`src/design/irq_pkg.sv`:
```
// Package of the interrupt, event transfer and trap controller.
// Assumes one CPU clock domain shared with the core and peripherals.
package irq_pkg;

  // ----------------------------------------------------------------
  // Sizes
  // ----------------------------------------------------------------
  localparam int SRC_COUNT = 59;
  localparam int PET_CHANNELS = 8;
  localparam int LEVEL_W = 4;
  localparam int EXT_COUNT = 8;
  localparam int EXT_SRC_BASE = 0;
  localparam int TRAP_COUNT = 8;

  // ----------------------------------------------------------------
  // Trap cause flag positions, class A first in priority order
  // ----------------------------------------------------------------
  localparam int NMI_BIT = 0;
  localparam int STACK_OVER_BIT = 1;
  localparam int STACK_UNDER_BIT = 2;
  localparam int CLASS_B_FIRST = 3;

  // ----------------------------------------------------------------
  // Trap numbers; every vector is the number times four
  // ----------------------------------------------------------------
  localparam logic [6:0] NONMASKABLE_NUM = 7'h02;
  localparam logic [6:0] STACK_OVER_NUM = 7'h04;
  localparam logic [6:0] STACK_UNDER_NUM = 7'h06;
  localparam logic [6:0] CLASS_B_NUM = 7'h0a;
  localparam logic [6:0] SRC_NUM_BASE = 7'h10;

  // ----------------------------------------------------------------
  // Reset values and codes
  // ----------------------------------------------------------------
  localparam logic [7:0] FLAGS_RESET = 8'h00;
  localparam logic [1:0] CLS_NONE = 2'h0;
  localparam logic [1:0] CLS_B = 2'h1;
  localparam logic [1:0] CLS_A = 2'h2;
  localparam logic [1:0] EDGE_RISE = 2'h1;
  localparam logic [1:0] EDGE_FALL = 2'h2;

  typedef struct packed {
    logic enable;
    logic [LEVEL_W-1:0] level;
    logic use_pet;
    logic [2:0] chan;
  } src_cfg_t;

  typedef struct packed {
    logic [15:0] src_ptr;
    logic [15:0] dst_ptr;
    logic [7:0] count;
    logic word;
    logic inc_dst;
    logic cont;
  } pet_cfg_t;

  typedef struct packed {
    logic [15:0] src_addr;
    logic [15:0] dst_addr;
    logic word;
  } xfer_t;

  typedef enum logic [1:0] {
    ST_IDLE = 2'b00,
    ST_INT = 2'b01,
    ST_TRAP = 2'b10
  } state_t;

endpackage

```
`src/design/fast_edge_detect.sv`:
```
// Synchronised edge detector for one fast external request input.
// Assumes the pin is asynchronous to clk.
`timescale 1ns/1ps
`default_nettype none
module fast_edge_detect
(
  // Clock and reset
  input wire logic clk,
  input wire logic rst_n,
  // Pin and edge selection
  input wire logic pin,
  input wire logic [1:0] edge_sel,
  // Event pulse
  output logic event_q
);

  logic sync1_q, sync2_q, last_q, event_d;

  // ----------------------------------------------------------------
  // Edge decode
  // ----------------------------------------------------------------
  // Only sync2_q and last_q are compared, never the first stage.
  always_comb
  begin
    event_d = 1'b0;
    if (edge_sel[0] && sync2_q && !last_q)
      event_d = 1'b1;
    if (edge_sel[1] && !sync2_q && last_q)
      event_d = 1'b1;
  end

  always_ff @(posedge clk or negedge rst_n)
  begin
    if (!rst_n)
    begin
      sync1_q <= 1'b0;
      sync2_q <= 1'b0;
      last_q <= 1'b0;
      event_q <= 1'b0;
    end
    else
    begin
      sync1_q <= pin;
      sync2_q <= sync1_q;
      last_q <= sync2_q;
      event_q <= event_d;
    end
  end

endmodule // fast_edge_detect
`default_nettype wire

```
`src/design/irq_controller.sv`:
```
// Interrupt arbiter, peripheral event transfer engine and trap unit.
// Assumes peripheral and core inputs are on clk; fast pins are not.
// How it works
// - service starts 5 to 12 clocks after request; here the offer or transfer comes 1 clock after the request bit sets
// - each source routed vectored or event transfer
// - vectored branches; event transfer steals one cycle
// - transfer moves byte/word, bumps source or destination
// - counter decrements per service, held when continuous
// - zero counter raises source vectored interrupt instead
// - eight channels with own pointers and counter
// - per source request, enable and level bits
// - sixteen priority levels arbitrate pending requests
// - preempt only for strictly higher level
// - each source has its own vector
// - fast inputs detect rising, falling or both edges
// - up to 59 sources, inputs sampled each clock
// - trap instruction enters chosen trap number
// - software set of request bit is pending request
// - runtime exception gives non-maskable vectored trap
// - each trap sets its cause flag
// - trap interrupts unless equal or higher trap class in service
// - trap service blocks vectored interrupts and event transfers, but not a pending trap instruction
// - class A traps use their own fixed vectors
// - class B traps share one vector and number
// - trap instruction numbers to 7f, vector times four
`timescale 1ns/1ps
`default_nettype none
module irq_controller
#(
  parameter int NUM_SRC = irq_pkg::SRC_COUNT,
  parameter int NUM_CH = irq_pkg::PET_CHANNELS,
  parameter int NUM_EXT = irq_pkg::EXT_COUNT
)
(
  // Clock and reset
  input wire logic clk,
  input wire logic rst_n,
  // Request sources
  input wire logic [NUM_SRC-1:0] periph_req,
  input wire logic [NUM_EXT-1:0] ext_pin,
  input wire logic [1:0] ext_edge_sel [NUM_EXT],
  // Software control of sources
  input wire irq_pkg::src_cfg_t src_cfg [NUM_SRC],
  input wire logic [NUM_SRC-1:0] sw_set_req,
  input wire logic [NUM_SRC-1:0] sw_clr_req,
  // Event transfer channel loading
  input wire logic pet_load,
  input wire logic [2:0] pet_load_chan,
  input wire irq_pkg::pet_cfg_t pet_load_cfg,
  // CPU side
  input wire logic [3:0] cpu_level,
  input wire logic int_ack,
  input wire logic trap_ack,
  input wire logic trap_done,
  input wire logic sw_trap_valid,
  input wire logic [6:0] sw_trap_num,
  input wire logic [irq_pkg::TRAP_COUNT-1:0] trap_event,
  input wire logic [irq_pkg::TRAP_COUNT-1:0] trap_flag_clr,
  // Vectored request out
  output logic int_req_q,
  output logic [6:0] int_num_q,
  output logic [8:0] int_vec_q,
  output logic [3:0] int_level_q,
  // Trap request out
  output logic trap_req_q,
  output logic [6:0] trap_num_q,
  output logic [8:0] trap_vec_q,
  output logic [1:0] trap_cls_q,
  // Event transfer out
  output logic pet_valid_q,
  output logic [2:0] pet_chan_q,
  output irq_pkg::xfer_t pet_xfer_q,
  output irq_pkg::pet_cfg_t pet_state_q [NUM_CH],
  // Status
  output logic [NUM_SRC-1:0] source_request_bit_q,
  output logic [irq_pkg::TRAP_COUNT-1:0] trap_cause_flags_q
);

  localparam int LAT_MAX = 12;
  localparam int SRC_W = $clog2(NUM_SRC);

  // ----------------------------------------------------------------
  // Fast external inputs
  // ----------------------------------------------------------------
  logic [NUM_EXT-1:0] ext_event;
  logic [NUM_SRC-1:0] ext_set;

  generate
    for (genvar e = 0; e < NUM_EXT; e++)
    begin : g_ext
      fast_edge_detect u_edge
      (
        .clk(clk),
        .rst_n(rst_n),
        .pin(ext_pin[e]),
        .edge_sel(ext_edge_sel[e]),
        .event_q(ext_event[e])
      );
    end
  endgenerate

  always_comb
  begin
    ext_set = '0;
    for (int e = 0; e < NUM_EXT; e++)
      ext_set[irq_pkg::EXT_SRC_BASE + e] = ext_event[e];
  end

  // ----------------------------------------------------------------
  // Trap helpers
  // ----------------------------------------------------------------
  function automatic logic [1:0] trap_class(input logic [2:0] idx);
    if (idx < 3'(irq_pkg::CLASS_B_FIRST))
      trap_class = irq_pkg::CLS_A;
    else
      trap_class = irq_pkg::CLS_B;
  endfunction

  function automatic logic [6:0] trap_number(input logic [2:0] idx);
    case (idx)
      3'(irq_pkg::NMI_BIT): trap_number = irq_pkg::NONMASKABLE_NUM;
      3'(irq_pkg::STACK_OVER_BIT): trap_number = irq_pkg::STACK_OVER_NUM;
      3'(irq_pkg::STACK_UNDER_BIT): trap_number = irq_pkg::STACK_UNDER_NUM;
      default: trap_number = irq_pkg::CLASS_B_NUM;
    endcase
  endfunction

  // ----------------------------------------------------------------
  // State
  // ----------------------------------------------------------------
  irq_pkg::state_t st_q, st_d;
  logic [NUM_SRC-1:0] req_d;
  logic [7:0] flags_d, tpend_q, tpend_d;
  logic [1:0] tcls_d;
  logic [2:0] tsel_q, tsel_d;
  logic swt_pend_q, swt_pend_d;
  logic [6:0] swt_num_q, swt_num_d;
  logic [SRC_W-1:0] isel_q, isel_d;
  logic int_sw_q, int_sw_d;
  logic int_req_d, trap_req_d, pet_valid_d;
  logic [6:0] int_num_d, trap_num_d;
  logic [3:0] int_level_d;
  logic [2:0] pet_chan_d;
  irq_pkg::xfer_t pet_xfer_d;
  irq_pkg::pet_cfg_t pet_d [NUM_CH];

  // Arbitration and trap selection.
  logic win_found;
  logic [SRC_W-1:0] win_idx;
  logic [3:0] win_lv;
  logic [2:0] tpick;
  logic trap_go;
  irq_pkg::src_cfg_t wcfg;
  irq_pkg::pet_cfg_t wch;

  always_comb
  begin
    win_found = 1'b0;
    win_idx = '0;
    win_lv = '0;
    // Strict compare keeps the lowest index on a tie.
    for (int i = 0; i < NUM_SRC; i++)
      if (source_request_bit_q[i] && src_cfg[i].enable &&
          src_cfg[i].level > cpu_level &&
          (!win_found || src_cfg[i].level > win_lv))
      begin
        win_found = 1'b1;
        win_idx = SRC_W'(i);
        win_lv = src_cfg[i].level;
      end
    tpick = 3'd0;
    for (int t = irq_pkg::TRAP_COUNT - 1; t >= 0; t--)
      if (tpend_q[t])
        tpick = 3'(t);
    // A trap waits only behind an equal or higher trap class.
    trap_go = (|tpend_q) && trap_class(tpick) > trap_cls_q;
    wcfg = src_cfg[win_idx];
    wch = pet_state_q[wcfg.chan];
  end

  // ----------------------------------------------------------------
  // Next state
  // ----------------------------------------------------------------
  always_comb
  begin
    st_d = st_q;
    req_d = source_request_bit_q & ~sw_clr_req;
    flags_d = trap_cause_flags_q & ~trap_flag_clr;
    tpend_d = tpend_q;
    tcls_d = trap_cls_q;
    tsel_d = tsel_q;
    swt_pend_d = swt_pend_q;
    swt_num_d = swt_num_q;
    isel_d = isel_q;
    int_sw_d = int_sw_q;
    int_req_d = int_req_q;
    int_num_d = int_num_q;
    int_level_d = int_level_q;
    trap_req_d = trap_req_q;
    trap_num_d = trap_num_q;
    pet_valid_d = 1'b0;
    pet_chan_d = pet_chan_q;
    pet_xfer_d = pet_xfer_q;
    pet_d = pet_state_q;
    if (pet_load)
      pet_d[pet_load_chan] = pet_load_cfg;
    if (sw_trap_valid)
    begin
      swt_pend_d = 1'b1;
      swt_num_d = sw_trap_num;
    end
    case (st_q)
      irq_pkg::ST_IDLE:
      begin
        if (trap_go)
        begin
          st_d = irq_pkg::ST_TRAP;
          trap_req_d = 1'b1;
          tsel_d = tpick;
          trap_num_d = trap_number(tpick);
        end
        else if (swt_pend_q)
        begin
          // Runs at the current CPU level, even inside a trap.
          st_d = irq_pkg::ST_INT;
          int_req_d = 1'b1;
          int_sw_d = 1'b1;
          int_num_d = swt_num_q;
          int_level_d = cpu_level;
        end
        else if (win_found && trap_cls_q == irq_pkg::CLS_NONE)
        begin
          if (wcfg.use_pet && (wch.cont || wch.count != 8'h00))
          begin
            pet_valid_d = 1'b1;
            pet_chan_d = wcfg.chan;
            pet_xfer_d.src_addr = wch.src_ptr;
            pet_xfer_d.dst_addr = wch.dst_ptr;
            pet_xfer_d.word = wch.word;
            if (wch.inc_dst)
              pet_d[wcfg.chan].dst_ptr = wch.dst_ptr +
                (wch.word ? 16'h0002 : 16'h0001);
            else
              pet_d[wcfg.chan].src_ptr = wch.src_ptr +
                (wch.word ? 16'h0002 : 16'h0001);
            if (!wch.cont)
              pet_d[wcfg.chan].count = wch.count - 8'h01;
            req_d[win_idx] = 1'b0;
          end
          else
          begin
            st_d = irq_pkg::ST_INT;
            int_req_d = 1'b1;
            int_sw_d = 1'b0;
            isel_d = win_idx;
            int_num_d = irq_pkg::SRC_NUM_BASE + 7'(win_idx);
            int_level_d = win_lv;
          end
        end
      end
      irq_pkg::ST_INT:
      begin
        if (trap_go)
        begin
          // Withdraw the offer; the source stays pending.
          st_d = irq_pkg::ST_TRAP;
          int_req_d = 1'b0;
          trap_req_d = 1'b1;
          tsel_d = tpick;
          trap_num_d = trap_number(tpick);
        end
        else if (int_ack)
        begin
          st_d = irq_pkg::ST_IDLE;
          int_req_d = 1'b0;
          if (int_sw_q)
            swt_pend_d = sw_trap_valid;
          else
            req_d[isel_q] = 1'b0;
        end
      end
      irq_pkg::ST_TRAP:
      begin
        if (trap_ack)
        begin
          st_d = irq_pkg::ST_IDLE;
          trap_req_d = 1'b0;
          tcls_d = trap_class(tsel_q);
          if (trap_class(tsel_q) == irq_pkg::CLS_B)
            tpend_d[7:3] = 5'h00;
          else
            tpend_d[tsel_q] = 1'b0;
        end
      end
      default:
      begin
        st_d = irq_pkg::ST_IDLE;
      end
    endcase
    if (trap_done)
      tcls_d = irq_pkg::CLS_NONE;
    // Sets after clears, so a same-cycle event is never lost.
    req_d = req_d | periph_req | ext_set | sw_set_req;
    flags_d = flags_d | trap_event;
    tpend_d = tpend_d | trap_event;
  end

  always_ff @(posedge clk or negedge rst_n)
  begin
    if (!rst_n)
    begin
      st_q <= irq_pkg::ST_IDLE;
      source_request_bit_q <= '0;
      trap_cause_flags_q <= irq_pkg::FLAGS_RESET;
      tpend_q <= irq_pkg::FLAGS_RESET;
      trap_cls_q <= irq_pkg::CLS_NONE;
      tsel_q <= 3'h0;
      swt_pend_q <= 1'b0;
      swt_num_q <= 7'h00;
      isel_q <= '0;
      int_sw_q <= 1'b0;
      int_req_q <= 1'b0;
      int_num_q <= 7'h00;
      int_vec_q <= 9'h000;
      int_level_q <= 4'h0;
      trap_req_q <= 1'b0;
      trap_num_q <= 7'h00;
      trap_vec_q <= 9'h000;
      pet_valid_q <= 1'b0;
      pet_chan_q <= 3'h0;
      pet_xfer_q <= '0;
      for (int c = 0; c < NUM_CH; c++)
        pet_state_q[c] <= '0;
    end
    else
    begin
      st_q <= st_d;
      source_request_bit_q <= req_d;
      trap_cause_flags_q <= flags_d;
      tpend_q <= tpend_d;
      trap_cls_q <= tcls_d;
      tsel_q <= tsel_d;
      swt_pend_q <= swt_pend_d;
      swt_num_q <= swt_num_d;
      isel_q <= isel_d;
      int_sw_q <= int_sw_d;
      int_req_q <= int_req_d;
      int_num_q <= int_num_d;
      int_vec_q <= {int_num_d, 2'b00};
      int_level_q <= int_level_d;
      trap_req_q <= trap_req_d;
      trap_num_q <= trap_num_d;
      trap_vec_q <= {trap_num_d, 2'b00};
      pet_valid_q <= pet_valid_d;
      pet_chan_q <= pet_chan_d;
      pet_xfer_q <= pet_xfer_d;
      pet_state_q <= pet_d;
    end
  end

  // ----------------------------------------------------------------
  // Checks
  // ----------------------------------------------------------------
  int_latency_a: assert property (@(posedge clk) disable iff (!rst_n)
    (st_q == irq_pkg::ST_IDLE && win_found && !trap_go && !swt_pend_q &&
     trap_cls_q == irq_pkg::CLS_NONE && !pet_valid_d)
    |-> ##[1:LAT_MAX] int_req_q)
    else $error("standard request not offered in time");
  pet_one_cycle_a: assert property (@(posedge clk) disable iff (!rst_n)
    pet_valid_q |-> !int_req_q && $past(st_q) == irq_pkg::ST_IDLE)
    else $error("transfer slot outside idle");
  pet_count_a: assert property (@(posedge clk) disable iff (!rst_n)
    pet_valid_d && !pet_load && !wch.cont
    |=> pet_state_q[pet_chan_q].count ==
        $past(wch.count) - 8'h01)
    else $error("transfer count not decremented");
  trap_blocks_a: assert property (@(posedge clk) disable iff (!rst_n)
    trap_cls_q != irq_pkg::CLS_NONE && !swt_pend_q
    |=> !pet_valid_q && !$rose(int_req_q))
    else $error("interrupt taken during trap service");
  level_higher_a: assert property (@(posedge clk) disable iff (!rst_n)
    $rose(int_req_q) && !int_sw_q |-> int_level_q > $past(cpu_level))
    else $error("request level not above cpu level");
  int_vector_a: assert property (@(posedge clk) disable iff (!rst_n)
    int_req_q && !int_sw_q
    |-> int_num_q == irq_pkg::SRC_NUM_BASE + 7'(isel_q) &&
        int_vec_q == {int_num_q, 2'b00})
    else $error("source vector mismatch");
  trap_flag_set_a: assert property (@(posedge clk) disable iff (!rst_n)
    |trap_event |=> (trap_cause_flags_q & $past(trap_event)) ==
                    $past(trap_event))
    else $error("trap cause flag not set");
  trap_vector_a: assert property (@(posedge clk) disable iff (!rst_n)
    $rose(trap_req_q) && tsel_q >= 3'(irq_pkg::CLASS_B_FIRST)
    |-> trap_num_q == irq_pkg::CLASS_B_NUM && trap_vec_q == 9'h028)
    else $error("class b trap vector wrong");
  sw_request_a: assert property (@(posedge clk) disable iff (!rst_n)
    |sw_set_req |=> (source_request_bit_q & $past(sw_set_req)) ==
                    $past(sw_set_req))
    else $error("software request lost");

endmodule // irq_controller
`default_nettype wire

```
`config.mk`:
```
export PLATFORM = sky130hd
export DESIGN_NAME = irq_controller
export DESIGN_NICKNAME = d
export VERILOG_FILES = /design/src/design/irq_pkg.sv /design/src/design/fast_edge_detect.sv /design/src/design/irq_controller.sv
export SDC_FILE = /design/constraint.sdc
export NUM_CORES = 2
export LEC_CHECK = 0
export ABC_AREA = 1
export BUFFER_PORTS_ARGS = -buffer_cell sky130_fd_sc_hd__buf_2
export CORE_AREA = 3 3 506 508
export CTS_CLUSTER_DIAMETER = 150
export DETAILED_ROUTE_END_ITERATION = 8
export DIE_AREA = 0 0 509 511
export GPL_TIMING_DRIVEN = 0
export PLACE_DENSITY_LB_ADDON = 0.25
export REMOVE_ABC_BUFFERS = 1
export SKIP_LAST_GASP = 1
export SYNTH_ARGS = -nofsm -noshare
export SYNTH_HDL_FRONTEND = slang
export SYNTH_SLANG_ARGS = --single-unit
```
`constraint.sdc`:
```
create_clock -name clk -period 59.3 [get_ports clk]
set_input_delay 17.79 -clock clk [delete_from_list [all_inputs] [get_ports clk]]
set_output_delay 17.79 -clock clk [all_outputs]
set_load 0.02 [all_outputs]
```
==> Word-level counts from Yosys, hierarchy flattened <==
Cells that the tools add are included.
{ "totals": {"output_inout_bits": 488, "mem_count": 0, "rom_bits": 0, "register_bits": 530, "in_bits": 812, "latch_bits": 0, "wordCells": 931, "mem_bits_rw": 0} }
{ "op_classes": {"div_mod_pow": 0, "n_bitwise": 21, "shifts": 0, "eq_ne": 14, "magnitude_cmp": 131, "add_sub_neg": 4, "n_mux": 293, "mul": 0, "reduce_logical": 368} }
{ "ops": {"columns": ["op", "count"], "rows": [
  ["344-bit two-way mux", 13],
  ["344-bit bitwise mux", 4],
  ["43-bit demux with 3-bit select", 4],
  ["4-bit greater-than comparator", 117],
  ["59-bit two-way mux", 7],
  ["6-bit two-way mux", 57],
  ["4-bit two-way mux", 64],
  ["1-bit logical AND", 216],
  ["59-bit bitwise AND", 3],
  ["59-bit NOT", 3],
  ["43-bit two-way mux", 4],
  ["43-bit binary-select mux with 3-bit select", 1],
  ["59-bit OR", 2],
  ["59-bit case mux with 2 select lines", 1],
  ["1-bit two-way mux", 100],
  ["1-bit zero test", 74],
  ["1-bit logical OR", 59],
  ["59-bit by 8-bit OR with 59-bit output", 1],
  ["9-bit binary-select mux with 6-bit select", 1],
  ["27-bit two-way mux", 1],
  ["3-bit two-way mux", 9],
  ["2-bit two-way mux", 13],
  ["7-bit two-way mux", 3],
  ["16-bit adder", 1],
  ["other kinds (44)", 73]
]} }

==> Logic depth before layout (Yosys ltp) <==
{ "logic_depth": {"ltp_word": 259, "depth_mapped": 629, "depth_no_buf": 622} }

==> By module <==
A second synthesis with hierarchy kept.
{ "unflattened": {"hier_cells": 7705, "hier_area_um2": 50552.2} }
{ "modules_own_cells": {"columns": ["module", "area_each_um2", "seq_area_each_um2", "cells_per_inst", "n_inst"], "rows": [
  ["irq_controller", 49581.3, 12361.9, 7633, 1],
  ["fast_edge_detect", 121.4, 100.1, 9, 8]
]} }

==> Worst setup path after synthesis <==
Ideal clock, no wire load.
{ "synth_path": {"path_kind": "input port to flip-flop", "startpoint": "input cpu_level[3]", "endpoint": "register pet_state_q[162] (netlist name)", "stages": 609, "path_slack_ns": -20.330, "t_required_ns": 59.181, "setup_ns": 0.119, "path_buffers": 8, "t_arrival_ns": 79.511, "cell_sequence": "inv_1 ha_1 nand2_1 o21bai_1 a21oi_1 nand2_1 ha_1 nand2_1 inv_2 nand2_1 nand2_1 nand2_1 nand2_1 nand2_1 o21ai_0 ha_1 a21oi_1 o21ai_0 [... 573 more ...] nand2_1 nand2_2 nor2_2 buf_2 nand2_1 o22ai_1 nor2_1 nand2_1 ha_1 inv_1 fa_1 inv_1 nand2_1 nor2_2 nand2_2 xor2_1 nand2_1 and2_1"} }
{ "synth_rtl": {"columns": ["element", "line", "text"], "rows": [
  ["start: declaration", "irq_controller.sv:51", "input wire logic [3:0] cpu_level,"],
  ["end signal: assignment", "irq_controller.sv:357", "pet_state_q <= pet_d;"],
  ["end: declaration", "irq_controller.sv:73", "output irq_pkg::pet_cfg_t pet_state_q [NUM_CH],"]
]} }

==> out/summary.txt <==
Area of the die = 0.2601 mm^2
Final min period = 82.65 ns
DRT antenna net count = 0
Setup slack after layout = -23.35 ns
Crit-path max FO = 10
WP data required = 59.85 ns
Post-place instance area = 0.05999 mm^2
Slew @ Worst Pin = 1.445 ns
DP Wirelength = 275.1 mm
Synthesized area per cell = 6.545 um^2
Crit path buffers/inverters = 71
Async SR Flop Fraction = 100.0%
RSZ-0062 raised after global routing = true
Failing checks = negative setup slack
Pin count of the biggest net entering global routing = 102
Worst-path clk slew = 0.07 ns
Most used cell, CP = nand2_1
Top_reg_cell synth = dfrtp_1
Reg2reg start = source_request_bit_q[0]
Final setup viols = 436
Die Height = 511 um
GRT Total Usage = 26.97%
RD Place Congestion = 0.9515
Die Wd = 509 um
Number of flops mapped to enable cells by yosys = 0
Mapped cell area = 0.04888 mm^2
Most frequent cells in the layout = 2366 x nand2_1, 1281 x buf_2, 724 x inv_1
WP data arrival = 83.20 ns
Top-level I/O count = 1300
Most common cell after layout, fill and taps aside = nand2_1
Hold path start = g_ext[6].u_edge.sync1_q
Worst Hold Class = reg -> reg
Seq/Total Area, Yosys = 26.93%
CP max stage cell = ha_1
DRT Pass-1 Iters = 6
Drt wl/cell = 29.28 um
CP startpoint kind = primary input
Remaining Overflow, GRT = 0
Critical path type = in -> reg
Hold Fails Final Rpt = 0
Critical Path End Type = flop
Synthesized instance count = 7468
Cell Count, Final, Fillers Out = 12719
DRC Markers = 0
Worst-Skew Late Latency = 0.74 ns
Fillers = 27486
Share of post-route cells with drive strength above 1 = 33.37%
CTS Sinks = 526
Final instance area = 0.07353 mm^2
Fmax = 12.10 MHz
Worst rel slew slack = 3.301%
CTS tree = built
Bufs on Longest Clock Path = 3
Largest stage delay on the critical path = 0.34 ns
Initial Util = 19.42%
Fin crit share = 139.4%
Yosys warning count = 0
Synth-to-layout area growth = 50.45%
Row cnt = 184
Core Area = 0.2516 mm^2
Global-route wire length before repair = 488.8 mm
Worst slack, placed = -39.55 ns
Num CTS Buffers = 76
Slew Viols, Final = 0
DR iter-0 viols = 5644
Root Driver = clkbuf_16
Max Cap Viol = 0
Clock Skew = 0.08154 ns
Routed WL = 372.4 mm
Distinct cells, synth = 63
Synth Register Bits = 526
IO buf count = 1287
Outcome = finished, violations left
Antenna violations before repair = 146
Placed Cells = 11953
Crit path from = cpu_level[3]
DR vias/cell = 4.861
Setup TNS = -10089.20 ns
Vias post-DR = 61822
Fin nets = 10479
CTS H-tree lvls = 3
Vias in the first global route = 57996
Cell family with most CP delay = simple AND/OR/NAND/NOR gates
## cell families after synthesis
kind of cell    share of synthesized area (%)
buf+inv                                 9.894
other cells                          0.007672
flops                                   26.93
mux                                    0.8396
simple gates                            36.76
fa+ha+maj                               11.12
compound gates                          14.25
xor+xnor                               0.2099
## state kept, by name, indices dropped and copies added (netlist names), 8 cells and up, named ones only
register	count
g_ext.u_edge.event_q	8
pet_xfer_q	33
pet_state_q	320
g_ext.u_edge.last_q	8
source_request_bit_q	59
trap_cause_flags_q	8
tpend_q	8
g_ext.u_edge.sync2_q	8
g_ext.u_edge.sync1_q	8
## metrics by stage
stage | hold WS [ns] | util [%]
floorplan | 0.3312 | -
global placement | 0.3330 | 23.07
detailed placement | 0.3362 | 23.84
CTS | 0.3476 | 27.39
global route | 0.3538 | 29.17
finish | 0.3440 | 29.22
## layout make-up
type	instances	area (um^2)	share of cell area (%)
Antenna cell	77	192.7	0.2620
Sequential cell	526	13160	17.90
Timing Repair inverter	3	26.28	0.03573
Tap cell	3348	4189	5.697
Clock buffer	117	2266	3.081
Inverter	886	3536	4.808
Multi-Input combinational cell	5856	36460	49.58
Timing Repair Buffer	1885	13400	18.22
Clock inverter	21	307.8	0.4186
## cells in the mapped netlist, types with 27 or more instances
cell / count / area share (%)
nand2_1: 2619 / 20
inv_1: 790 / 6.1
o21ai_0: 550 / 5.6
dfrtp_1: 526 / 27
ha_1: 431 / 11
nor2_1: 393 / 3.0
nand3_1: 357 / 3.7
o21ai_1: 260 / 2.7
nand4_1: 194 / 2.5
a21oi_1: 165 / 1.7
nand2_2: 132 / 1.7
nor3_1: 121 / 1.2
clkbuf_1: 105 / 0.81
nand3b_1: 90 / 1.4
inv_2: 82 / 0.63
o21bai_1: 64 / 0.98
a211oi_1: 61 / 0.94
buf_2: 59 / 0.60
nand2_4: 49 / 1.1
buf_4: 46 / 0.71
mux2i_1: 41 / 0.84
or2_2: 33 / 0.42
o2111a_1: 30 / 0.69
o22ai_1: 30 / 0.38
nor2_2: 27 / 0.35
## worst reg2reg max path: cells and delay by family, from the launching register on
kind | cells | cell delay [ns]
AND/OR/NAND/NOR | 351 | 31.19
adder cells (fa/ha/maj) | 58 | 15.98
AO/OA/AOI/OAI | 120 | 14.07
buffers and inverters | 68 | 3.84
flip-flops | 1 | 0.40
## what timing repair did
| item | 4_1_cts | 5_1_grt |
|---|---|---|
| setup buffers | 325 | 166 |
| hold buffers | 0 | 0 |
| cloned | 51 | 12 |
| resized for setup | 700 | 595 |
| pin swaps | 335 | 525 |
| endpoints found under the setup margin | 436 | 436 |
## routing by layer
layer,global-route usage [%],part of all wire (%),vias up
li1,-,-,28236
met1,30.15,37,29720
met2,45.95,48,2970
met3,7.831,8.6,824
met4,14.50,6.5,72
met5,0,0.13,-
## path summary, 6_finish.rpt
check	depth (start not counted)	to	slack [ns]
worst max register to register	597	pet_state_q[315]	-6.39
max in group asynchronous	4	g_ext[3].u_edge.event_q	40.04
worst min-delay path	0	g_ext[6].u_edge.sync2_q	0.34
worst max-delay path	601	pet_state_q[315]	-23.35
min in group asynchronous	1	pet_chan_q[1]	17.01
worst min register to register	0	g_ext[6].u_edge.sync2_q	0.34
Power is not shown: default switching activity piles up to over one toggle a cycle in this logic, so the estimate is an artifact.
